### src/xfer_consts.svh
// Opcodes, widths and reset values for the transfer executer
`ifndef XFER_CONSTS_SVH
`define XFER_CONSTS_SVH
`define OP_W 10
`define NIB_W 4
`define OP_TFR0A 10'h228
`define OP_TFR1A 10'h229
`define OP_TFR2A 10'h22a
`define OP_TFR3A 10'h22b
`define OP_TC1A 10'h2a8
`define OP_TK0A 10'h21b
`define OP_TAK0 10'h256
`define OP_TK1A 10'h214
`define OP_TAK1 10'h259
`define OP_TK2A 10'h215
`define OP_TAK2 10'h25a
`define OP_TPU0A 10'h22d
`define OP_TAPU0 10'h257
`define OP_TPU1A 10'h22e
`define OP_TAPU1 10'h25e
`define OP_TPU2A 10'h22f
`define OP_TAPU2 10'h25f
`define OP_TL1A 10'h20a
`define OP_TAL1 10'h24a
`define OP_TABSI 10'h278
`define OP_TSIAB 10'h238
`define OP_SERIAL_START 10'h29e
`define OP_SERIAL_TEST 10'h288
`define OP_TAJ1 10'h242
`define OP_TJ1A 10'h202
`define OP_RC_SELECT 10'h29b
`define OP_OSC_WRITE 10'h209
`define OP_TAMR 10'h252
`define OP_TMRA 10'h216
`define NIB_RST 4'h0
`define SIRQ_BIT 3
`endif

### src/xfer_pkg.sv
// Types shared by the transfer executer files
package xfer_pkg;
  typedef logic [3:0] nibble_t;
  typedef logic [9:0] opcode_t;
endpackage

### src/ctrl_nibble.sv
// One write-only-from-A control nibble register
`timescale 1ns/10ps
module ctrl_nibble #(
  parameter int W = 4
) (
  input wire logic sys_clk,
  input wire logic reset,
  input wire logic ce,
  input wire logic load,
  input wire logic [W-1:0] din,
  output logic [W-1:0] q
);
  if (W < 1) begin : g_bad_w
    $error("ctrl_nibble: W must be positive");
  end
  always_ff @(posedge sys_clk) begin
    if (reset) begin
      q <= '0;
    end else if (ce && load) begin
      q <= din;
    end
  end
endmodule

### src/serial_flag.sv
// Serial done flag: hardware set wins over instruction clear
`timescale 1ns/10ps
module serial_flag (
  input wire logic sys_clk,
  input wire logic reset,
  input wire logic ce,
  input wire logic set_evt,
  input wire logic clr,
  output logic flag
);
  always_ff @(posedge sys_clk) begin
    if (reset) begin
      flag <= 1'b0;
    end else if (ce) begin
      // Set beats a same-cycle clear so no completion is lost
      if (set_evt) begin
        flag <= 1'b1;
      end else if (clr) begin
        flag <= 1'b0;
      end
    end
  end
endmodule

### src/io_control_transfer_execution.sv
// Executes nibble transfers between A/B and peripheral control registers
`timescale 1ns/10ps
`include "xfer_consts.svh"
module io_control_transfer_execution #(
  parameter int SR_W = 8
) (
  input wire logic sys_clk,
  input wire logic reset,
  input wire logic ce,
  input wire logic instr_valid,
  input wire xfer_pkg::opcode_t instr_code,
  input wire logic skip_active,
  input wire xfer_pkg::nibble_t reg_a,
  input wire xfer_pkg::nibble_t reg_b,
  input wire xfer_pkg::nibble_t interrupt_ctrl_two,
  input wire logic [SR_W-1:0] serial_shift_in,
  input wire logic serial_xfer_done,
  output logic a_load,
  output xfer_pkg::nibble_t a_data,
  output logic b_load,
  output xfer_pkg::nibble_t b_data,
  output logic skip_next,
  output logic carry_write,
  output logic serial_shift_load,
  output logic [SR_W-1:0] serial_shift_data,
  output logic serial_start,
  output logic serial_done_flag,
  output xfer_pkg::nibble_t output_structure_ctrl_0,
  output xfer_pkg::nibble_t output_structure_ctrl_1,
  output xfer_pkg::nibble_t output_structure_ctrl_2,
  output xfer_pkg::nibble_t output_structure_ctrl_3,
  output xfer_pkg::nibble_t output_structure_ctrl_cport,
  output xfer_pkg::nibble_t key_wakeup_ctrl_0,
  output xfer_pkg::nibble_t key_wakeup_ctrl_1,
  output xfer_pkg::nibble_t key_wakeup_ctrl_2,
  output xfer_pkg::nibble_t key_wakeup_ctrl_lport,
  output xfer_pkg::nibble_t pullup_ctrl_0,
  output xfer_pkg::nibble_t pullup_ctrl_1,
  output xfer_pkg::nibble_t pullup_ctrl_2,
  output xfer_pkg::nibble_t serial_ctrl_register,
  output xfer_pkg::nibble_t clock_mode_register,
  output logic osc_select_register,
  output logic rc_osc_selected
);
  import xfer_pkg::*;

  if (SR_W != 2 * `NIB_W) begin : g_bad_sr_w
    $error("SR_W must be two nibbles");
  end

  logic go;
  assign go = ce && instr_valid && !skip_active;

  logic [`OP_W-1:0] op;
  assign op = instr_code;

  // Write strobes, one per register
  localparam int NW = 14;
  logic [NW-1:0] wr;
  assign wr[0] = go && (op == `OP_TFR0A);
  assign wr[1] = go && (op == `OP_TFR1A);
  assign wr[2] = go && (op == `OP_TFR2A);
  assign wr[3] = go && (op == `OP_TFR3A);
  assign wr[4] = go && (op == `OP_TC1A);
  assign wr[5] = go && (op == `OP_TK0A);
  assign wr[6] = go && (op == `OP_TK1A);
  assign wr[7] = go && (op == `OP_TK2A);
  assign wr[8] = go && (op == `OP_TL1A);
  assign wr[9] = go && (op == `OP_TPU0A);
  assign wr[10] = go && (op == `OP_TPU1A);
  assign wr[11] = go && (op == `OP_TPU2A);
  assign wr[12] = go && (op == `OP_TJ1A);
  assign wr[13] = go && (op == `OP_TMRA);

  nibble_t regs [NW];
  genvar gi;
  generate
    for (gi = 0; gi < NW; gi++) begin : g_reg
      ctrl_nibble #(.W(`NIB_W)) u_reg (
        .sys_clk(sys_clk),
        .reset(reset),
        .ce(ce),
        .load(wr[gi]),
        .din(reg_a),
        .q(regs[gi])
      );
    end
  endgenerate

  assign output_structure_ctrl_0 = regs[0];
  assign output_structure_ctrl_1 = regs[1];
  assign output_structure_ctrl_2 = regs[2];
  assign output_structure_ctrl_3 = regs[3];
  assign output_structure_ctrl_cport = regs[4];
  assign key_wakeup_ctrl_0 = regs[5];
  assign key_wakeup_ctrl_1 = regs[6];
  assign key_wakeup_ctrl_2 = regs[7];
  assign key_wakeup_ctrl_lport = regs[8];
  assign pullup_ctrl_0 = regs[9];
  assign pullup_ctrl_1 = regs[10];
  assign pullup_ctrl_2 = regs[11];
  assign serial_ctrl_register = regs[12];
  assign clock_mode_register = regs[13];

  // Read decode into A
  logic rd_kw0, rd_kw1, rd_kw2, rd_kwl, rd_p0, rd_p1, rd_p2, rd_sctl, rd_cmode, rd_si;
  assign rd_kw0 = go && (op == `OP_TAK0);
  assign rd_kw1 = go && (op == `OP_TAK1);
  assign rd_kw2 = go && (op == `OP_TAK2);
  assign rd_kwl = go && (op == `OP_TAL1);
  assign rd_p0 = go && (op == `OP_TAPU0);
  assign rd_p1 = go && (op == `OP_TAPU1);
  assign rd_p2 = go && (op == `OP_TAPU2);
  assign rd_sctl = go && (op == `OP_TAJ1);
  assign rd_cmode = go && (op == `OP_TAMR);
  assign rd_si = go && (op == `OP_TABSI);

  nibble_t next_a;
  assign next_a = rd_kw0 ? regs[5] :
                  rd_kw1 ? regs[6] :
                  rd_kw2 ? regs[7] :
                  rd_kwl ? regs[8] :
                  rd_p0 ? regs[9] :
                  rd_p1 ? regs[10] :
                  rd_p2 ? regs[11] :
                  rd_sctl ? regs[12] :
                  rd_cmode ? regs[13] :
                  serial_shift_in[`NIB_W-1:0];

  logic any_rd;
  assign any_rd = rd_kw0 | rd_kw1 | rd_kw2 | rd_kwl | rd_p0 | rd_p1 | rd_p2 |
                  rd_sctl | rd_cmode | rd_si;

  logic is_start, is_test, is_rc_sel, is_osc_wr, is_tsiab;
  assign is_start = go && (op == `OP_SERIAL_START);
  assign is_test = go && (op == `OP_SERIAL_TEST);
  assign is_rc_sel = go && (op == `OP_RC_SELECT);
  assign is_osc_wr = go && (op == `OP_OSC_WRITE);
  assign is_tsiab = go && (op == `OP_TSIAB);

  logic irq_en;
  assign irq_en = interrupt_ctrl_two[`SIRQ_BIT];

  // test clears and skips when the flag is set; no operation when enabled
  logic test_hit;
  assign test_hit = is_test && !irq_en && serial_done_flag;

  serial_flag u_flag (
    .sys_clk(sys_clk),
    .reset(reset),
    .ce(ce),
    .set_evt(serial_xfer_done),
    .clr(is_start || test_hit),
    .flag(serial_done_flag)
  );

  always_ff @(posedge sys_clk) begin
    if (reset) begin
      a_load <= 1'b0;
      a_data <= `NIB_RST;
      b_load <= 1'b0;
      b_data <= `NIB_RST;
      skip_next <= 1'b0;
      serial_shift_load <= 1'b0;
      serial_shift_data <= '0;
      serial_start <= 1'b0;
    end else if (ce) begin
      a_load <= any_rd;
      a_data <= next_a;
      b_load <= rd_si;
      b_data <= serial_shift_in[SR_W-1:`NIB_W];
      skip_next <= test_hit;
      serial_shift_load <= is_tsiab;
      serial_shift_data <= {reg_b, reg_a};
      serial_start <= is_start;
    end
  end

  assign carry_write = 1'b0;

  always_ff @(posedge sys_clk) begin
    if (reset) begin
      osc_select_register <= 1'b0;
      rc_osc_selected <= 1'b0;
    end else if (ce) begin
      if (is_osc_wr) begin
        osc_select_register <= reg_a[0];
      end
      if (is_rc_sel) begin
        rc_osc_selected <= 1'b1;
      end
    end
  end

  AST_START_CLEARS: assert property (@(posedge sys_clk) disable iff (reset)
    (is_start && !serial_xfer_done) |=> (!serial_done_flag && serial_start))
    else $error("serial start did not clear flag or pulse start");
  AST_START_DECODE: assert property (@(posedge sys_clk) disable iff (reset)
    (ce && instr_valid && !skip_active && instr_code == `OP_SERIAL_START) |=> serial_start)
    else $error("serial start code not taken in one cycle");
  AST_TEST_SKIP: assert property (@(posedge sys_clk) disable iff (reset)
    (is_test && !irq_en && serial_done_flag && !serial_xfer_done)
      |=> (skip_next && !serial_done_flag))
    else $error("serial test did not skip and clear");
  AST_TEST_NOP: assert property (@(posedge sys_clk) disable iff (reset)
    (is_test && irq_en && !serial_xfer_done)
      |=> (!skip_next && serial_done_flag == $past(serial_done_flag)))
    else $error("serial test acted while irq enabled");
  AST_SKIP_ONLY_TEST: assert property (@(posedge sys_clk) disable iff (reset)
    $rose(skip_next) |-> $past(test_hit))
    else $error("skip from non-test instruction");
  AST_SI_READ: assert property (@(posedge sys_clk) disable iff (reset)
    rd_si |=> (a_load && b_load && {b_data, a_data} == $past(serial_shift_in)))
    else $error("serial read split wrong");
  AST_SI_WRITE: assert property (@(posedge sys_clk) disable iff (reset)
    is_tsiab |=> (serial_shift_load && serial_shift_data == $past({reg_b, reg_a})))
    else $error("serial write data wrong");
  AST_OSC_BIT: assert property (@(posedge sys_clk) disable iff (reset)
    is_osc_wr |=> osc_select_register == $past(reg_a[0]))
    else $error("oscillator register missed A0");
  AST_OSC0_WRITE: assert property (@(posedge sys_clk) disable iff (reset)
    wr[0] |=> output_structure_ctrl_0 == $past(reg_a))
    else $error("output structure register 0 not written");
  AST_CPORT_WRITE: assert property (@(posedge sys_clk) disable iff (reset)
    wr[4] |=> output_structure_ctrl_cport == $past(reg_a))
    else $error("C-port output structure register not written");
  AST_KW0_WRITE: assert property (@(posedge sys_clk) disable iff (reset)
    wr[5] |=> key_wakeup_ctrl_0 == $past(reg_a))
    else $error("wakeup register 0 not written");
  AST_KW2_WRITE: assert property (@(posedge sys_clk) disable iff (reset)
    wr[7] |=> key_wakeup_ctrl_2 == $past(reg_a))
    else $error("wakeup register 2 not written");
  AST_LPORT_WRITE: assert property (@(posedge sys_clk) disable iff (reset)
    wr[8] |=> key_wakeup_ctrl_lport == $past(reg_a))
    else $error("L-port wakeup register not written");
  AST_PULLUP0_WRITE: assert property (@(posedge sys_clk) disable iff (reset)
    wr[9] |=> pullup_ctrl_0 == $past(reg_a))
    else $error("pull-up register 0 not written");
  AST_PULLUP1_READ: assert property (@(posedge sys_clk) disable iff (reset)
    rd_p1 |=> (a_load && a_data == $past(pullup_ctrl_1)))
    else $error("pull-up register 1 read wrong");
  AST_PULLUP2_READ: assert property (@(posedge sys_clk) disable iff (reset)
    rd_p2 |=> (a_load && a_data == $past(pullup_ctrl_2)))
    else $error("pull-up register 2 read wrong");
  AST_SCTL_READ: assert property (@(posedge sys_clk) disable iff (reset)
    rd_sctl |=> (a_load && a_data == $past(serial_ctrl_register)))
    else $error("serial control register read wrong");
  AST_CMODE_READ: assert property (@(posedge sys_clk) disable iff (reset)
    rd_cmode |=> (a_load && a_data == $past(clock_mode_register)))
    else $error("clock mode register read wrong");
  AST_KW1_ROUND: assert property (@(posedge sys_clk) disable iff (reset)
    (wr[6] ##1 (ce && instr_valid && !skip_active && op == `OP_TAK1))
      |=> (a_load && a_data == $past(reg_a, 2)))
    else $error("wakeup register 1 round trip failed");
  AST_SKIPPED_INERT: assert property (@(posedge sys_clk) disable iff (reset)
    (ce && skip_active) |=> (!a_load && !b_load && !serial_start && $stable(regs[13])))
    else $error("skipped instruction had an effect");
  AST_RC: assert property (@(posedge sys_clk) disable iff (reset)
    is_rc_sel |=> rc_osc_selected)
    else $error("RC oscillator not selected");
endmodule

### config.mk
export PLATFORM = sky130hd
export DESIGN_NAME = io_control_transfer_execution
export DESIGN_NICKNAME = d
export VERILOG_FILES = /design/src/xfer_pkg.sv /design/src/ctrl_nibble.sv /design/src/serial_flag.sv /design/src/io_control_transfer_execution.sv
export VERILOG_INCLUDE_DIRS = /design/src
export SDC_FILE = /design/constraint.sdc
export NUM_CORES = 1
export LEC_CHECK = 0
export ABC_AREA = 1
export BUFFER_PORTS_ARGS = -buffer_cell sky130_fd_sc_hd__buf_4
export CORE_MARGIN = 2
export CORE_UTILIZATION = 30
export DETAILED_ROUTE_END_ITERATION = 8
export GPL_TIMING_DRIVEN = 0
export MAX_ROUTING_LAYER = met4
export SYNTH_ARGS = -nofsm -noshare
export SYNTH_HDL_FRONTEND = slang
export SYNTH_SLANG_ARGS = --single-unit
### constraint.sdc
create_clock -name sys_clk -period 2.07 [get_ports sys_clk]
set_input_delay 0.1035 -clock sys_clk [delete_from_list [all_inputs] [get_ports sys_clk]]
set_output_delay 0.1035 -clock sys_clk [all_outputs]
set_load 0.02 [all_outputs]
==> metrics <==
Leakage Power approximately 2.3 nW; clk root buf clkbuf_16; routability cong. between 0.8 and 0.9; DRT Pass-1 Iters 5; crit-path cells buf_4 -> inv_1 -> nand3_1 -> nor2_4 -> buf_6 -> inv_1 -> nor3_1 -> nand2_1 -> o21ai_0 -> a21oi_1; post-cts sizing count 0; CTS sink cnt 80; Final Non-Filler Cells between 700 and 800; DRT Wirelength 12,100 µm; Worst Skew 0.00491 ns; number of distinct library cells after synthesis 36; fin worst setup slack about 0.58 ns; largest net degree at the start of global routing 13; synthesized flop and latch total 80; Crit Path Category input pin to register; Die H 115 µm; Worst R2R Setup Slack between 0.7 and 0.8 ns; share of the yosys chip area belonging to registers between 40% and 50%; antenna fix cells 0; vias in the first global route roughly 3,600; Syn Nets 548; die area between 10,000 and 15,000 µm²; Crit path arrival time ~1.7 ns; CP Data Required Time 2.29 ns; via density per instance around 4.8; Worst Reg-to-Reg Cells 14; worst r2r src g_reg[13].u_reg.q[2]$_SDFFE_PP0P_; status finished, final reports clean; CTS clock-pin slew for the worst setup and hold paths 0.05 ns; endpoints failing setup 0; # Post-CTS Setup Buffers 0; area grow syn2layout 35.5%; 1st-iter DRT viols 263; Hold Path Class input pin to register; worst hold path endpoint b_data[0]$_SDFFE_PP0P_; Reg area approximately 1600 µm²; measured slew at the worst slew-check pin 0.733 ns; I/O Buffers approximately 110; max cap viols 0; row cnt 40; Peak VDD IR ~280 µV; Bufs on Longest Clock Path 2; CP Max Fanout 10; total CTS buffers 9; DRC errors left 0; proportion of layout cells with a drive suffix above 1 about a quarter; max_slew headroom 51.1%; Die Width 115 µm; initial core utilization 30.8%; num ports 117; Fill cells approximately 1,300; hold depth 3; Slew Limit Fails 0; RR Endpoint a_data[2]$_SDFFE_PP0P_; Pwr Density roughly 700 nW/µm²; CTS tree built; Post-CTS Hold Fix Bufs 4; dpl cells between 700 and 800; initial antenna violation count 0; RSZ-0062 raised after global routing false; post-route ant nets 0; H-Tree Depth 3; Core Area between 10,000 and 15,000 µm²; worst skew pair latency 0.34 ns; Top cell by count, worst path inv_1; syn avg cell area 7.22 µm²; worst slack at placement between 0.2 and 0.25 ns; first-pass GRT wire length approximately 19,000 µm; nets approximately 670; crit share post-route around 72%; highest clock rate approximately 0.67 GHz; Startpoint Class input pin; min-delay src serial_shift_in[4]; final hold violation count 0; CP endpoint kind register; Gate Count Post-Synth about 500; min Tclk post-route about 1.5 ns; multi-input logic area about 1700 µm²; All-Layer GR Usage between 10% and 20%; total grt overflow 0; Critical Path Max Stage Delay around 0.29 ns; Final HPWL DP around 9000 µm; warnings from Yosys 0; DR WL/cell 15.4 µm; critical path's slowest cell nor3_1; routed via count 3,807; mapped cell area between 3000 and 4000 µm²; total negative setup slack 0 ns
## state kept, by name, summed over array words and instances, names as in the netlist
register             cells
b_load                   1
g.u_reg.q               56
a_data                   4
u_flag.flag              1
serial_shift_data        8
rc_osc_selected          1
skip_next                1
a_load                   1
b_data                   4
serial_start             1
osc_select_register      1
serial_shift_load        1
## cell families (layout without fill, tap and decap cells)
group / count (synthesis) / after routing / share of synthesized area, %
AOI/OAI and AO/OA: 142 / 142 / 21.1
buffers and inverters: 95 / 221 / 10.0
DFF: 80 / 80 / 43.3
other: 1 / 1 / 0.101
and+or+nand+nor: 194 / 194 / 25.4
## worst max-delay path, delay by kind of cell
kind                   cells  cell delay, ns
AO/OA/AOI/OAI              2            0.27
AND/OR/NAND/NOR            4            0.90
buffers and inverters      4            0.43
## per-stage QoR
step | util (%) | hold WS [ns] | power, mW | area [µm²]
after floorplan | - | 0.238 | 1.78 | 3700
after global placement | 39.1 | 0.327 | 1.92 | 4690
after detailed placement | 39.1 | 0.334 | 1.93 | 4690
after CTS | 41.7 | 0.000573 | 3.45 | 5010
after global routing | 41.7 | 0.0124 | 3.56 | 5010
final | 41.7 | 0.00253 | 3.42 | 5010
## how the worst max path moves through the flow
| stage | startpoint | to | slack (ns) | cells past startpoint |
|---|---|---|---|---|
| 2_1_floorplan | instr_code[8] | g_reg[10].u_reg.q[0]$_SDFFE_PP0P_ | 0.76 | 9 |
| 3_3_place_gp | instr_code[8] | a_data[2]$_SDFFE_PP0P_ | 0.22 | 15 |
| 3_5_place_dp | instr_code[8] | g_reg[10].u_reg.q[3]$_SDFFE_PP0P_ | 0.22 | 10 |
| 4_1_cts | instr_code[8] | g_reg[10].u_reg.q[3]$_SDFFE_PP0P_ | 0.57 | 10 |
| 5_1_grt | instr_code[2] | a_data[1]$_SDFFE_PP0P_ | 0.43 | 12 |
| 6_report | instr_code[8] | g_reg[10].u_reg.q[3]$_SDFFE_PP0P_ | 0.58 | 10 |
## power breakdown
group / leakage [nW] / switching (mW) / internal [mW] / total (mW)
Combinational: 1.47 / 0.208 / 0.117 / 0.325
Sequential: 0.648 / 0.0114 / 1.56 / 1.57
Clock: 0.134 / 0.604 / 0.916 / 1.52
## layout make-up
cell class,count,share of cell area [%]
sequential,80,32.0
clock inverter,4,0.949
clock buffer,10,4.57
multi-input combinational,337,34.4
timing repair buffer,112,17.0
buffer,20,1.80
inverter,75,5.62
tap,147,3.67
## cells in the final DEF, fill, tap and decap left out, types with 2 or more instances in the layout
| cell type | count |
|---|---|
| a211oi_1 | 17 |
| a21oi_1 | 63 |
| buf_1 | 3 |
| buf_4 | 110 |
| clkbuf_1 | 15 |
| clkbuf_16 | 9 |
| clkinv_1 | 3 |
| clkinv_2 | 2 |
| dfxtp_1 | 80 |
| dlygate4sd3_1 | 4 |
| inv_1 | 68 |
| inv_2 | 4 |
| nand2_1 | 63 |
| nand2_2 | 7 |
| nand3_1 | 21 |
| nand3_2 | 5 |
| nand4_1 | 4 |
| nor2_1 | 74 |
| nor2_2 | 3 |
| nor3_1 | 5 |
| nor3_4 | 2 |
| nor4_4 | 2 |
| o21a_1 | 6 |
| o21ai_0 | 48 |
| o21ai_1 | 3 |
| or2_0 | 2 |
## metal layers
layer	vias up	wire, µm	share of wire [%]	GRT usage, %
li1	1921	-	-	-
met1	1756	5530	46	24.9
met2	117	5770	48	30.7
met3	13	634	5.2	2.64
met4	0	182	1.5	6.67
met5	-	0	0	-
## cells in the mapped netlist
library cell / instances / area share (%)
dfxtp_1: 80 / 43
nor2_1: 74 / 7.5
inv_1: 68 / 6.9
a21oi_1: 63 / 8.5
nand2_1: 63 / 6.4
o21ai_0: 48 / 6.5
nand3_1: 21 / 2.8
a211oi_1: 17 / 3.5
clkbuf_1: 14 / 1.4
nand2_2: 7 / 1.2
o21a_1: 6 / 1.2
nand3_2: 5 / 1.4
nor3_1: 5 / 0.68
inv_2: 4 / 0.41
nand4_1: 4 / 0.68
buf_1: 3 / 0.30
clkinv_1: 3 / 0.30
nor2_2: 3 / 0.51
o21ai_1: 3 / 0.41
buf_4: 2 / 0.41
nor3_4: 2 / 0.88
nor4_4: 2 / 1.2
or2_0: 2 / 0.34
a21oi_2: 1 / 0.24
a31oi_1: 1 / 0.17
and3_1: 1 / 0.17
buf_6: 1 / 0.30
conb_1: 1 / 0.10
nand3_4: 1 / 0.47
nor2_4: 1 / 0.30
nor2_8: 1 / 0.54
nor3_2: 1 / 0.27
nor4_1: 1 / 0.17
o2111ai_1: 1 / 0.24
o211ai_1: 1 / 0.20
o22ai_1: 1 / 0.17
Power figures use the tool's default switching activity.
